### config.mk
export PLATFORM = sky130hd
export DESIGN_NAME = urm_register_map
export DESIGN_NICKNAME = d
export VERILOG_FILES = /design/src/hdl/urm_pkg.sv /design/src/hdl/urm_register_map.sv
export SDC_FILE = /design/constraint.sdc
export NUM_CORES = 1
export LEC_CHECK = 0
export BUFFER_PORTS_ARGS = -buffer_cell sky130_fd_sc_hd__buf_2
export CAP_MARGIN = 0
export CORE_UTILIZATION = 50
export DETAILED_ROUTE_END_ITERATION = 10
export PLACE_DENSITY = 0.82
export SLEW_MARGIN = 10
export SYNTH_ARGS = -nofsm -noshare
export SYNTH_HDL_FRONTEND = slang
export SYNTH_SLANG_ARGS = --single-unit
### constraint.sdc
create_clock -name REF_CLK -period 2.61 [get_ports REF_CLK]
set_input_delay 0.1305 -clock REF_CLK [delete_from_list [all_inputs] [get_ports REF_CLK]]
set_output_delay 0.1305 -clock REF_CLK [all_outputs]
set_load 0.02 [all_outputs]
### src/hdl/urm_pkg.sv
// register map constants for the uart register decoder
// assumes a 4-bit register offset and 8-bit register data
package urm_pkg;

  // ---------------------------------------------------------------------
  // offsets
  // ---------------------------------------------------------------------
  localparam logic [3:0] OFS_HOLDING = 4'h0;
  localparam logic [3:0] OFS_IER_DLM = 4'h1;
  localparam logic [3:0] OFS_ISR_FCR = 4'h2;
  localparam logic [3:0] OFS_LCR = 4'h3;
  localparam logic [3:0] OFS_MCR = 4'h4;
  localparam logic [3:0] OFS_LSR = 4'h5;
  localparam logic [3:0] OFS_MSR = 4'h6;
  localparam logic [3:0] OFS_SPR = 4'h7;
  localparam logic [3:0] OFS_TX_FILL = 4'h8;
  localparam logic [3:0] OFS_RX_FILL = 4'h9;
  localparam logic [3:0] OFS_GPIO_DIR = 4'hA;
  localparam logic [3:0] OFS_GPIO_STATE = 4'hB;
  localparam logic [3:0] OFS_GPIO_IRQ = 4'hC;
  localparam logic [3:0] OFS_RESERVED = 4'hD;
  localparam logic [3:0] OFS_GPIO_CFG = 4'hE;
  localparam logic [3:0] OFS_EXTRA = 4'hF;

  // ---------------------------------------------------------------------
  // fields and keys
  // ---------------------------------------------------------------------
  localparam logic [7:0] ENHANCED_KEY = 8'hBF;
  localparam int LCR_DIV_ACCESS_BIT = 7;
  localparam int EFR_ENHANCE_BIT = 4;
  localparam int MCR_ALT_SELECT_BIT = 2;
  localparam int GPIO_CFG_SOFT_RESET_BIT = 3;
  // bits only writable (readable, for ISR) while the enhance bit is set
  localparam logic [7:0] IER_ENH_MASK = 8'hF0;
  localparam logic [7:0] FCR_ENH_MASK = 8'h30;
  localparam logic [7:0] ISR_ENH_MASK = 8'h30;
  localparam logic [7:0] MCR_ENH_MASK = 8'hE0;
  // bits that exist; the rest read zero
  localparam logic [7:0] GPIO_CFG_MASK = 8'h03;
  localparam logic [7:0] EXTRA_MASK = 8'hB7;
  localparam logic [7:0] FILL_MASK = 8'h7F;

  // ---------------------------------------------------------------------
  // reset values
  // ---------------------------------------------------------------------
  localparam logic [7:0] RST_ZERO = 8'h00;
  localparam logic [7:0] RST_LCR = 8'h1D;
  localparam logic [7:0] RST_DLL = 8'h01;

endpackage : urm_pkg

### src/hdl/urm_register_map.sv
// register bank and offset decoder for a uart with enhanced features
// assumes the serial host port delivers one-cycle read and write strobes
//
// Overview of operation
// - divisor access clear: offset 0 reads oldest receive byte, writes transmit byte.
// - divisor access set and not key: offsets 0 and 1 hold divisor bytes.
// - fractional divisor at offset 2 needs divisor access, no key, enhance bit.
// - divisor access clear: offset 2 reads interrupt source, writes queue control.
// - key in line control: offset 2 is the enhanced function register.
// - key in line control: offsets 4..7 are resume 1, resume 2, halt 1, halt 2.
// - offset 1 in normal bank is the interrupt enable register.
// - offset 3 is always line control, divisor access in top bit.
// - offset 4 in normal bank is modem control.
// - offset 5 reads line state unless key; writes ignored unless key.
// - normal selection: offset 6 reads modem state, offset 7 is scratch byte.
// - alternate selection: offset 6 is flow threshold, resume high, halt low.
// - alternate selection: offset 7 is trigger thresholds, receive high, transmit low.
// - offset 8 reads transmit queue fill in bits 6..0, bit 7 zero.
// - offset 9 reads receive queue fill in bits 6..0, bit 7 zero.
// - offset 0x0A is the gpio direction register.
// - offset 0x0B holds gpio pin state.
// - offset 0x0C enables a gpio interrupt per pin.
// - offset 0x0E is gpio config with soft reset, pin function, latch enable.
// - offset 0x0F is the extra features control register.
// - enhanced bits are writable and effective only while enhance bit set.
// - reserved offset 0x0D reads all zero.
`timescale 1ns/1ps
module urm_register_map
  import urm_pkg::*;
(
  input wire logic REF_CLK,
  input wire logic NRST,
  input wire logic [3:0] REG_ADDR,
  input wire logic REG_WRITE,
  input wire logic REG_READ,
  input wire logic [7:0] REG_WDATA,
  output logic [7:0] REG_RDATA,
  input wire logic [7:0] RX_HOLDING_IN,
  input wire logic [7:0] INTERRUPT_SOURCE_IN,
  input wire logic [7:0] LINE_STATE_IN,
  input wire logic [7:0] MODEM_STATE_IN,
  input wire logic [6:0] TX_QUEUE_FILL_IN,
  input wire logic [6:0] RX_QUEUE_FILL_IN,
  input wire logic [7:0] GPIO_IN,
  output logic RX_POP,
  output logic TX_PUSH,
  output logic [7:0] TX_HOLDING,
  output logic QUEUE_CONTROL_WRITE,
  output logic [7:0] QUEUE_CONTROL,
  output logic LINE_STATE_READ,
  output logic MODEM_STATE_READ,
  output logic UART_SOFT_RESET,
  output logic [15:0] DIVISOR,
  output logic [7:0] DIVISOR_FRACTION,
  output logic [7:0] INTERRUPT_ENABLE,
  output logic [7:0] ENHANCED_FUNCTION,
  output logic [7:0] LINE_CONTROL,
  output logic [7:0] MODEM_CONTROL,
  output logic [7:0] FLOW_RESUME_CHAR_1,
  output logic [7:0] FLOW_RESUME_CHAR_2,
  output logic [7:0] FLOW_HALT_CHAR_1,
  output logic [7:0] FLOW_HALT_CHAR_2,
  output logic [7:0] FLOW_THRESHOLD,
  output logic [7:0] TRIGGER_THRESHOLDS,
  output logic [7:0] SCRATCH_BYTE,
  output logic [7:0] GPIO_DIRECTION,
  output logic [7:0] GPIO_OUT,
  output logic [7:0] GPIO_IRQ_ENABLE,
  output logic [7:0] GPIO_CONFIG,
  output logic [7:0] EXTRA_FEATURES
);

  // -----------------------------------------------------------------------
  // bank selection
  // -----------------------------------------------------------------------
  logic key_bank;
  logic div_bank;
  logic enh_on;
  logic alt_bank;
  logic [7:0] gpio_read;
  logic [7:0] next_rdata;
  logic [7:0] wmask_ier;
  logic [7:0] wmask_mcr;

  assign key_bank = (LINE_CONTROL == ENHANCED_KEY);
  assign div_bank = LINE_CONTROL[LCR_DIV_ACCESS_BIT] && !key_bank;
  assign enh_on = ENHANCED_FUNCTION[EFR_ENHANCE_BIT];
  // alternate pair at 6/7 is chosen by a modem control bit with enhancements on
  assign alt_bank = !key_bank && enh_on && MODEM_CONTROL[MCR_ALT_SELECT_BIT];
  assign wmask_ier = enh_on ? 8'hFF : ~IER_ENH_MASK;
  assign wmask_mcr = enh_on ? 8'hFF : ~MCR_ENH_MASK;

  // output pins read back their driven value, input pins the live level
  genvar gi;
  generate
    for (gi = 0; gi < 8; gi++) begin : g_gpio_rd
      assign gpio_read[gi] = GPIO_DIRECTION[gi] ? GPIO_OUT[gi] : GPIO_IN[gi];
    end
  endgenerate

  // -----------------------------------------------------------------------
  // read decode
  // -----------------------------------------------------------------------
  always_comb begin
    next_rdata = 8'h00;
    if (REG_ADDR == OFS_HOLDING) begin
      if (!LINE_CONTROL[LCR_DIV_ACCESS_BIT]) begin
        next_rdata = RX_HOLDING_IN;
      end else if (div_bank) begin
        next_rdata = DIVISOR[7:0];
      end
    end else if (REG_ADDR == OFS_IER_DLM) begin
      if (div_bank) begin
        next_rdata = DIVISOR[15:8];
      end else if (!key_bank) begin
        next_rdata = INTERRUPT_ENABLE;
      end
    end else if (REG_ADDR == OFS_ISR_FCR) begin
      if (key_bank) begin
        next_rdata = ENHANCED_FUNCTION;
      end else if (div_bank) begin
        next_rdata = enh_on ? DIVISOR_FRACTION : 8'h00;
      end else begin
        // enhanced source bits read zero until enhancements are switched on
        next_rdata = enh_on ? INTERRUPT_SOURCE_IN
                            : (INTERRUPT_SOURCE_IN & ~ISR_ENH_MASK);
      end
    end else if (REG_ADDR == OFS_LCR) begin
      next_rdata = LINE_CONTROL;
    end else if (REG_ADDR == OFS_MCR) begin
      next_rdata = key_bank ? FLOW_RESUME_CHAR_1 : MODEM_CONTROL;
    end else if (REG_ADDR == OFS_LSR) begin
      next_rdata = key_bank ? FLOW_RESUME_CHAR_2 : LINE_STATE_IN;
    end else if (REG_ADDR == OFS_MSR) begin
      if (key_bank) begin
        next_rdata = FLOW_HALT_CHAR_1;
      end else if (alt_bank) begin
        next_rdata = FLOW_THRESHOLD;
      end else begin
        next_rdata = MODEM_STATE_IN;
      end
    end else if (REG_ADDR == OFS_SPR) begin
      if (key_bank) begin
        next_rdata = FLOW_HALT_CHAR_2;
      end else if (alt_bank) begin
        next_rdata = TRIGGER_THRESHOLDS;
      end else begin
        next_rdata = SCRATCH_BYTE;
      end
    end else if (REG_ADDR == OFS_TX_FILL) begin
      next_rdata = {1'b0, TX_QUEUE_FILL_IN};
    end else if (REG_ADDR == OFS_RX_FILL) begin
      next_rdata = {1'b0, RX_QUEUE_FILL_IN};
    end else if (REG_ADDR == OFS_GPIO_DIR) begin
      next_rdata = GPIO_DIRECTION;
    end else if (REG_ADDR == OFS_GPIO_STATE) begin
      next_rdata = gpio_read;
    end else if (REG_ADDR == OFS_GPIO_IRQ) begin
      next_rdata = GPIO_IRQ_ENABLE;
    end else if (REG_ADDR == OFS_RESERVED) begin
      next_rdata = 8'h00;
    end else if (REG_ADDR == OFS_GPIO_CFG) begin
      next_rdata = GPIO_CONFIG;
    end else begin
      next_rdata = EXTRA_FEATURES;
    end
  end

  // read data holds until the next read strobe
  always_ff @(posedge REF_CLK or negedge NRST) begin
    if (!NRST) begin
      REG_RDATA <= RST_ZERO;
    end else if (REG_READ) begin
      REG_RDATA <= next_rdata;
    end
  end

  // read side effects: pop the receive queue, tell status logic it was read
  always_ff @(posedge REF_CLK or negedge NRST) begin
    if (!NRST) begin
      RX_POP <= 1'b0;
      LINE_STATE_READ <= 1'b0;
      MODEM_STATE_READ <= 1'b0;
    end else begin
      RX_POP <= REG_READ && REG_ADDR == OFS_HOLDING
                && !LINE_CONTROL[LCR_DIV_ACCESS_BIT];
      LINE_STATE_READ <= REG_READ && REG_ADDR == OFS_LSR && !key_bank;
      MODEM_STATE_READ <= REG_READ && REG_ADDR == OFS_MSR
                          && !key_bank && !alt_bank;
    end
  end

  // -----------------------------------------------------------------------
  // write pulses to the datapath
  // -----------------------------------------------------------------------
  always_ff @(posedge REF_CLK or negedge NRST) begin
    if (!NRST) begin
      TX_PUSH <= 1'b0;
      TX_HOLDING <= RST_ZERO;
      QUEUE_CONTROL_WRITE <= 1'b0;
      QUEUE_CONTROL <= RST_ZERO;
      UART_SOFT_RESET <= 1'b0;
    end else begin
      TX_PUSH <= 1'b0;
      QUEUE_CONTROL_WRITE <= 1'b0;
      UART_SOFT_RESET <= 1'b0;
      if (REG_WRITE && REG_ADDR == OFS_HOLDING && !LINE_CONTROL[LCR_DIV_ACCESS_BIT]) begin
        TX_PUSH <= 1'b1;
        TX_HOLDING <= REG_WDATA;
      end
      if (REG_WRITE && REG_ADDR == OFS_ISR_FCR && !LINE_CONTROL[LCR_DIV_ACCESS_BIT]) begin
        QUEUE_CONTROL_WRITE <= 1'b1;
        QUEUE_CONTROL <= enh_on ? REG_WDATA : (REG_WDATA & ~FCR_ENH_MASK);
      end
      // the soft reset bit is a command and never reads back as one
      if (REG_WRITE && REG_ADDR == OFS_GPIO_CFG) begin
        UART_SOFT_RESET <= REG_WDATA[GPIO_CFG_SOFT_RESET_BIT];
      end
    end
  end

  // -----------------------------------------------------------------------
  // divisor and normal bank
  // -----------------------------------------------------------------------
  always_ff @(posedge REF_CLK or negedge NRST) begin
    if (!NRST) begin
      DIVISOR <= {RST_ZERO, RST_DLL};
      DIVISOR_FRACTION <= RST_ZERO;
    end else if (REG_WRITE && div_bank) begin
      if (REG_ADDR == OFS_HOLDING) begin
        DIVISOR[7:0] <= REG_WDATA;
      end else if (REG_ADDR == OFS_IER_DLM) begin
        DIVISOR[15:8] <= REG_WDATA;
      end else if (REG_ADDR == OFS_ISR_FCR && enh_on) begin
        DIVISOR_FRACTION <= REG_WDATA;
      end
    end
  end

  always_ff @(posedge REF_CLK or negedge NRST) begin
    if (!NRST) begin
      LINE_CONTROL <= RST_LCR;
    end else if (REG_WRITE && REG_ADDR == OFS_LCR) begin
      LINE_CONTROL <= REG_WDATA;
    end
  end

  // enhanced bits drop when the enhance bit is cleared so they stop acting
  always_ff @(posedge REF_CLK or negedge NRST) begin
    if (!NRST) begin
      INTERRUPT_ENABLE <= RST_ZERO;
      MODEM_CONTROL <= RST_ZERO;
    end else if (REG_WRITE && key_bank && REG_ADDR == OFS_ISR_FCR
                 && !REG_WDATA[EFR_ENHANCE_BIT]) begin
      INTERRUPT_ENABLE <= INTERRUPT_ENABLE & ~IER_ENH_MASK;
      MODEM_CONTROL <= MODEM_CONTROL & ~MCR_ENH_MASK;
    end else if (REG_WRITE && !key_bank) begin
      if (REG_ADDR == OFS_IER_DLM && !div_bank) begin
        INTERRUPT_ENABLE <= (REG_WDATA & wmask_ier)
                            | (INTERRUPT_ENABLE & ~wmask_ier);
      end else if (REG_ADDR == OFS_MCR) begin
        MODEM_CONTROL <= (REG_WDATA & wmask_mcr)
                         | (MODEM_CONTROL & ~wmask_mcr);
      end
    end
  end

  always_ff @(posedge REF_CLK or negedge NRST) begin
    if (!NRST) begin
      FLOW_THRESHOLD <= RST_ZERO;
      TRIGGER_THRESHOLDS <= RST_ZERO;
      SCRATCH_BYTE <= RST_ZERO;
    end else if (REG_WRITE && !key_bank) begin
      if (REG_ADDR == OFS_MSR && alt_bank) begin
        FLOW_THRESHOLD <= REG_WDATA;
      end else if (REG_ADDR == OFS_SPR && alt_bank) begin
        TRIGGER_THRESHOLDS <= REG_WDATA;
      end else if (REG_ADDR == OFS_SPR) begin
        SCRATCH_BYTE <= REG_WDATA;
      end
    end
  end

  // -----------------------------------------------------------------------
  // enhanced bank
  // -----------------------------------------------------------------------
  always_ff @(posedge REF_CLK or negedge NRST) begin
    if (!NRST) begin
      ENHANCED_FUNCTION <= RST_ZERO;
      FLOW_RESUME_CHAR_1 <= RST_ZERO;
      FLOW_RESUME_CHAR_2 <= RST_ZERO;
      FLOW_HALT_CHAR_1 <= RST_ZERO;
      FLOW_HALT_CHAR_2 <= RST_ZERO;
    end else if (REG_WRITE && key_bank) begin
      if (REG_ADDR == OFS_ISR_FCR) begin
        ENHANCED_FUNCTION <= REG_WDATA;
      end else if (REG_ADDR == OFS_MCR) begin
        FLOW_RESUME_CHAR_1 <= REG_WDATA;
      end else if (REG_ADDR == OFS_LSR) begin
        FLOW_RESUME_CHAR_2 <= REG_WDATA;
      end else if (REG_ADDR == OFS_MSR) begin
        FLOW_HALT_CHAR_1 <= REG_WDATA;
      end else if (REG_ADDR == OFS_SPR) begin
        FLOW_HALT_CHAR_2 <= REG_WDATA;
      end
    end
  end

  // -----------------------------------------------------------------------
  // gpio and extra features, reachable in every bank
  // -----------------------------------------------------------------------
  always_ff @(posedge REF_CLK or negedge NRST) begin
    if (!NRST) begin
      GPIO_DIRECTION <= RST_ZERO;
      GPIO_OUT <= RST_ZERO;
      GPIO_IRQ_ENABLE <= RST_ZERO;
      GPIO_CONFIG <= RST_ZERO;
      EXTRA_FEATURES <= RST_ZERO;
    end else if (REG_WRITE) begin
      if (REG_ADDR == OFS_GPIO_DIR) begin
        GPIO_DIRECTION <= REG_WDATA;
      end else if (REG_ADDR == OFS_GPIO_STATE) begin
        GPIO_OUT <= REG_WDATA;
      end else if (REG_ADDR == OFS_GPIO_IRQ) begin
        GPIO_IRQ_ENABLE <= REG_WDATA;
      end else if (REG_ADDR == OFS_GPIO_CFG) begin
        GPIO_CONFIG <= REG_WDATA & GPIO_CFG_MASK;
      end else if (REG_ADDR == OFS_EXTRA) begin
        EXTRA_FEATURES <= REG_WDATA & EXTRA_MASK;
      end
    end
  end

endmodule : urm_register_map

==> flow_metrics.tcl, run 1 <==
set metrics [dict create \
    r2r-end "REG_RDATA[0]" \
    antenna_found_initial 1 \
    final_nets 1108 \
    vias 7755 \
    switching_share_pct 32.62 \
    r2r-start "LINE_CONTROL[4]" \
    gp_congestion 0.9643 \
    crit_path_top_delay_cell "dfstp_2" \
    grt_pass1_vias 7445 \
    path_buf_inv 1 \
    ys_seq_area_share_pct 48.60 \
    finish.utilization_pct 62.80 \
    powerDensity_nw_per_um2 711.9 \
    postCtsSetupBuffers 0 \
    hold_depth 2 \
    syn_avg_cell_area_um2 11.02 \
    synth_ff_type "dfrtp_1" \
    largest-register "DIVISOR" \
    fin_setup_tns_ns 0 \
    synthCells 814 \
    synth_seq_cells 174 \
    cts-root-buf "clkbuf_16" \
    clk_latency_ns 0.44 \
    ant_nets 0 \
    p_comb_share_pct 24.4 \
    cts_tree "done" \
    netlist-cell-type-count 70 \
    grt_overflow 0 \
    max_slew_margin_pct 43.21 \
    first_iter_violations 787 \
    hold_path.class "input pin to flip-flop" \
    finalWirelength_um 29630 \
    start_util_pct 51.52 \
    row_count 48 \
    io_buffers 243 \
    die_width_um 136.0 \
    cts_buffer_depth 2 \
    min_period_ns 2.560 \
    post-route-drc-count 0 \
    drv_cap 0 \
    vias_per_cell 6.082 \
    clk_pin_slew_ns 0.07 \
    finalCritPeriodShare_pct 98.07 \
    drv_slew 0 \
    clock-sinks 174 \
    grt_usage_pct 32.50 \
    fin_hold_ws_ns 0.1229 \
    reg2regPathDepth 7 \
    areaGrowthSynthToFinish_pct 21.91 \
    crit_family "compound AO/OA/AOI/OAI gates" \
    status "completed" \
    switchingPower_uw 2540 \
    async_flop_share_pct 100.0 \
    die_h_um 136.0 \
    p_clk_share_pct 32.6 \
    yosysWarningCount 0 \
    largest_reg_flops 16 \
    cp.required_ns 2.94 \
    die-area_um2 18480 \
    rrSetupSlack_ns 0.05 \
    grt_pass1_wl_um 44080 \
    grt_max_degree 69 \
    crit_type "flip-flop to flip-flop" \
    power.leakage_uw 0.005619 \
    fillers 1436 \
    tightest_slew_ns 0.8501 \
    cp_max_fo 32 \
    synth_area_um2 8972 \
    io_pins 252 \
    end_kind "flip-flop" \
    peakVddDrop_mv 0.4869 \
    rsz0062_at_grt "no" \
    p_seq_share_pct 43.0 \
    setup_violations 0 \
    hold_viol 0 \
    synth-edff-count 0 \
    cts_made_buffers 17 \
    firstDrtPassIters 6 \
    critPathLaunchType "flip-flop" \
    detail_route.wl_per_cell_um 23.24 \
    drive_above_1_share_pct 45.09 \
    dp_hpwl_um 21160 \
    final_cell_mix "buf_2 (242), dfrtp_1 (169), mux2_2 (150)" \
    fmax_ghz 0.3907 \
    hold_end "REG_RDATA[5]" \
    layout_commonest_cell "buf_2" \
    intPower_uw 5247 \
    worstHoldStart "REG_READ" \
    preCtsSetupSlack_ns 0.2044 \
    clock-skew-final_ns 0.01050 \
    path_cells "nand4b_4 -> or2_1 -> buf_12 -> and3_1 -> o32ai_1 -> a211oi_1 -> o41ai_1" \
    h-tree-depth 4 \
    fin_ws_ns 0.05037 \
    crit_path_max_incr_delay_ns 0.58 \
    core-area_um2 17420 \
    critPathArrivalTime_ns 2.89 \
]
## metal layers
layer  track usage (%)  wire length (um)  vias to the layer above
met5                 0                 0                        -
met4             14.51              1140                        0
met3             5.817              2931                       91
met2             49.32             13380                      494
met1             45.45             12170                     3778
li1                  -                 -                     3392
## synthesized netlist by cell type, drive strengths merged (5+ instances only)
master	number	share of area, %
a211oi	6	0.50
a21oi	33	1.8
a221oi	5	0.49
a31oi	6	0.42
and2	9	0.63
and3	16	1.2
buf	45	3.1
clkbuf	22	0.93
dfrtp	169	47
dfstp	5	1.5
inv	8	0.33
mux2	150	19
mux2i	26	2.9
nand2	105	4.4
nand3	21	1.3
nand4	13	1.2
nor2	35	1.7
nor2b	13	0.91
nor3	8	0.81
o21ai	45	2.5
o221ai	9	0.88
## worst max path at each step
stage / start / to / cells after the start
CTS: LINE_CONTROL[4] / REG_RDATA[0] / 7
finish: LINE_CONTROL[4] / REG_RDATA[0] / 7
global route: LINE_CONTROL[4] / REG_RDATA[0] / 7
floorplan: LINE_CONTROL[3] / REG_RDATA[7] / 6
global placement: LINE_CONTROL[4] / REG_RDATA[0] / 7
detailed placement: LINE_CONTROL[4] / REG_RDATA[0] / 7
## layout make-up
cell class	instances	area (um^2)	share of cell area, %
sequential	174	4360	39.86
multi-input combinational	570	4235	38.72
timing repair buffer	265	1440	13.17
clock buffer	20	466.7	4.267
tap	225	281.5	2.574
clock inverter	10	113.9	1.041
inverter	10	37.54	0.3432
antenna	1	2.502	0.02288
## power groups by stage
stage,clock network (uW),logic [uW],registers [uW]
floorplan,0,755,3750
global placement,0,1870,3370
detailed placement,0,1890,3380
CTS,2560,1900,3340
global route,2660,2020,3390
finish,2540,1900,3350
## kinds of logic (layout without fill, tap and decap cells)
| logic type | after synthesis | count (layout) | share of synthesized area, % |
|---|---|---|---|
| AOI/OAI and AO/OA | 150 | 150 | 11.51 |
| other | 1 | 9 | 0.04180 |
| and+or+nand+nor | 236 | 236 | 13.64 |
| DFF | 174 | 174 | 48.60 |
| buffers and inverters | 77 | 305 | 4.490 |
| muxes | 176 | 176 | 21.73 |
## through the flow
| stage | cell area [um^2] | total power, uW | std cells |
|---|---|---|---|
| 6_report | 10940 | 7787 | 1275 |
| 3_3_place_gp | 10340 | 5240 | 1243 |
| 4_1_cts | 10940 | 7796 | 1274 |
| 3_5_place_dp | 10340 | 5274 | 1243 |
| 5_1_grt | 10940 | 8065 | 1275 |
| 2_1_floorplan | 8999 | 4508 | 821 |
## repair_timing
item / CTS / global route
endpoints found under the hold margin: 62 / 0
gates resized for setup: 0 / 0
hold buffers: 1 / 0
setup endpoints to repair: 0 / 0
Power figures use the tool's default switching activity.
==> run 2: changes to the inputs <==
Settings changed: SKIP_CTS_REPAIR_TIMING from default to 1.
Clock period 2.61 ns to 3.05 ns, I/O delays scaled along.
==> flow_metrics.tcl, run 2 (synthesis results as in run 1) <==
set metrics [dict create \
    insertedDiodeCount 0 \
    tightest_slew_ns 0.8586 \
    io_pins 252 \
    clk_latency_ns 0.43 \
    min_period_ns 2.641 \
    clock-sinks 174 \
    grt_pass1_vias 7325 \
    finalWirelength_um 30020 \
    start_util_pct 51.52 \
    critPathLaunchType "flip-flop" \
    finalInstanceArea_um2 10890 \
    max_slew_margin_pct 42.64 \
    grt_pass1_wl_um 44910 \
    row_count 48 \
    crit_family "compound AO/OA/AOI/OAI gates" \
    peakVddDrop_mv 0.3833 \
    drive_above_1_share_pct 44.47 \
    fmax_ghz 0.3786 \
    final_cell_mix "buf_2 (242), dfrtp_1 (169), mux2_2 (150)" \
    end_kind "flip-flop" \
    antenna_found_initial 0 \
    final_nets 1097 \
    grt_overflow 0 \
    drv_cap 0 \
    cp.required_ns 3.33 \
    hold_viol 0 \
    vias 7692 \
    power.leakage_uw 0.005580 \
    die_width_um 136.0 \
    io_buffers 243 \
    dp_hpwl_um 21270 \
    grt_usage_pct 33.20 \
    cts-root-buf "clkbuf_16" \
    fillers 1471 \
    h-tree-depth 4 \
    gp_congestion 0.9387 \
    detail_route.wl_per_cell_um 23.75 \
    crit_path_top_delay_cell "o41ai_1" \
    cp_max_fo 35 \
    firstDrtPassIters 5 \
    die-area_um2 18480 \
    path_buf_inv 1 \
    crit_path_max_incr_delay_ns 0.63 \
    first_iter_violations 727 \
    path_cells "nand4_1 -> or2_1 -> buf_12 -> nor2_1 -> a311oi_1 -> o41ai_1 -> a211oi_1" \
    vias_per_cell 6.085 \
    powerDensity_nw_per_um2 627.8 \
    crit_type "flip-flop to flip-flop" \
    drv_slew 0 \
    areaGrowthSynthToFinish_pct 21.35 \
    cts_made_buffers 17 \
    post-route-drc-count 0 \
    grt_max_degree 79 \
    hold_path.class "input pin to flip-flop" \
    rsz0062_at_grt "no" \
    fin_setup_tns_ns 0 \
    clock-skew-final_ns 0.01168 \
    largest-register "DIVISOR" \
    finalCritPeriodShare_pct 86.60 \
    largest_reg_flops 16 \
    ant_nets 0 \
    die_h_um 136.0 \
    layout_commonest_cell "buf_2" \
    cts_tree "done" \
    critPathArrivalTime_ns 2.93 \
    placed_area_um2 10250 \
    finish.utilization_pct 62.51 \
    clk_pin_slew_ns 0.06 \
    core-area_um2 17420 \
    setup_violations 0 \
    status "completed" \
    cts_buffer_depth 2 \
]
[run 2: worst register-to-register path, delay by kind of cell, from the launching register on]
family | cells | cell delay, ns
AND/OR/NAND/NOR | 3 | 0.83
buffers and inverters | 1 | 0.26
AO/OA/AOI/OAI | 3 | 0.85
flip-flops | 1 | 0.55
[run 2: final cells by class]
type                    instances  area (um^2)  share of cell area (%)
clock buffers                  19        442.9                   4.068
clock inverters                12        185.2                   1.701
inverters                      10        37.54                  0.3447
multi-input cells             570         4235                   38.90
flip-flops and latches        174         4360                   40.05
well taps                     225        281.5                   2.586
repair buffers                254         1345                   12.35
[run 2: metal layers]
metal  global-route usage, %  share of wire, %
met5                       0                 0
met1                   46.44                44
met4                   13.40               2.8
met3                   6.339               7.6
met2                   50.68                46
[run 2: final timing paths]
| check | to | slack, ns | cells after the start | startpoint |
|---|---|---|---|---|
| max | REG_RDATA[7] | 0.41 | 7 | LINE_CONTROL[2] |
| min | REG_RDATA[5] | 0.16 | 2 | REG_READ |
| max reg2reg | REG_RDATA[7] | 0.41 | 7 | LINE_CONTROL[2] |
| min reg2reg | TX_HOLDING[7] | 0.47 | 2 | TX_HOLDING[7] |
| max in group asynchronous | FLOW_RESUME_CHAR_1[7] | 1.80 | 3 | NRST |
| min in group asynchronous | FLOW_HALT_CHAR_1[6] | 0.32 | 2 | NRST |
[run 2: power breakdown]
group	internal [uW]	switching, uW
registers	2610	255
clock network	1400	947
logic	609	1020
[run 2: metrics by stage]
step           hold WS [ns]  setup WS, ns  instances  total power (uW)
2_1_floorplan       -0.1431        0.9548        821              3857
3_3_place_gp         0.2380        0.5782       1232              4481
3_5_place_dp         0.2365        0.5442       1232              4510
4_1_cts             -0.2285        0.5330       1263              6839
5_1_grt              0.1755        0.3496       1264              7089
6_report             0.1620        0.4087       1264              6835
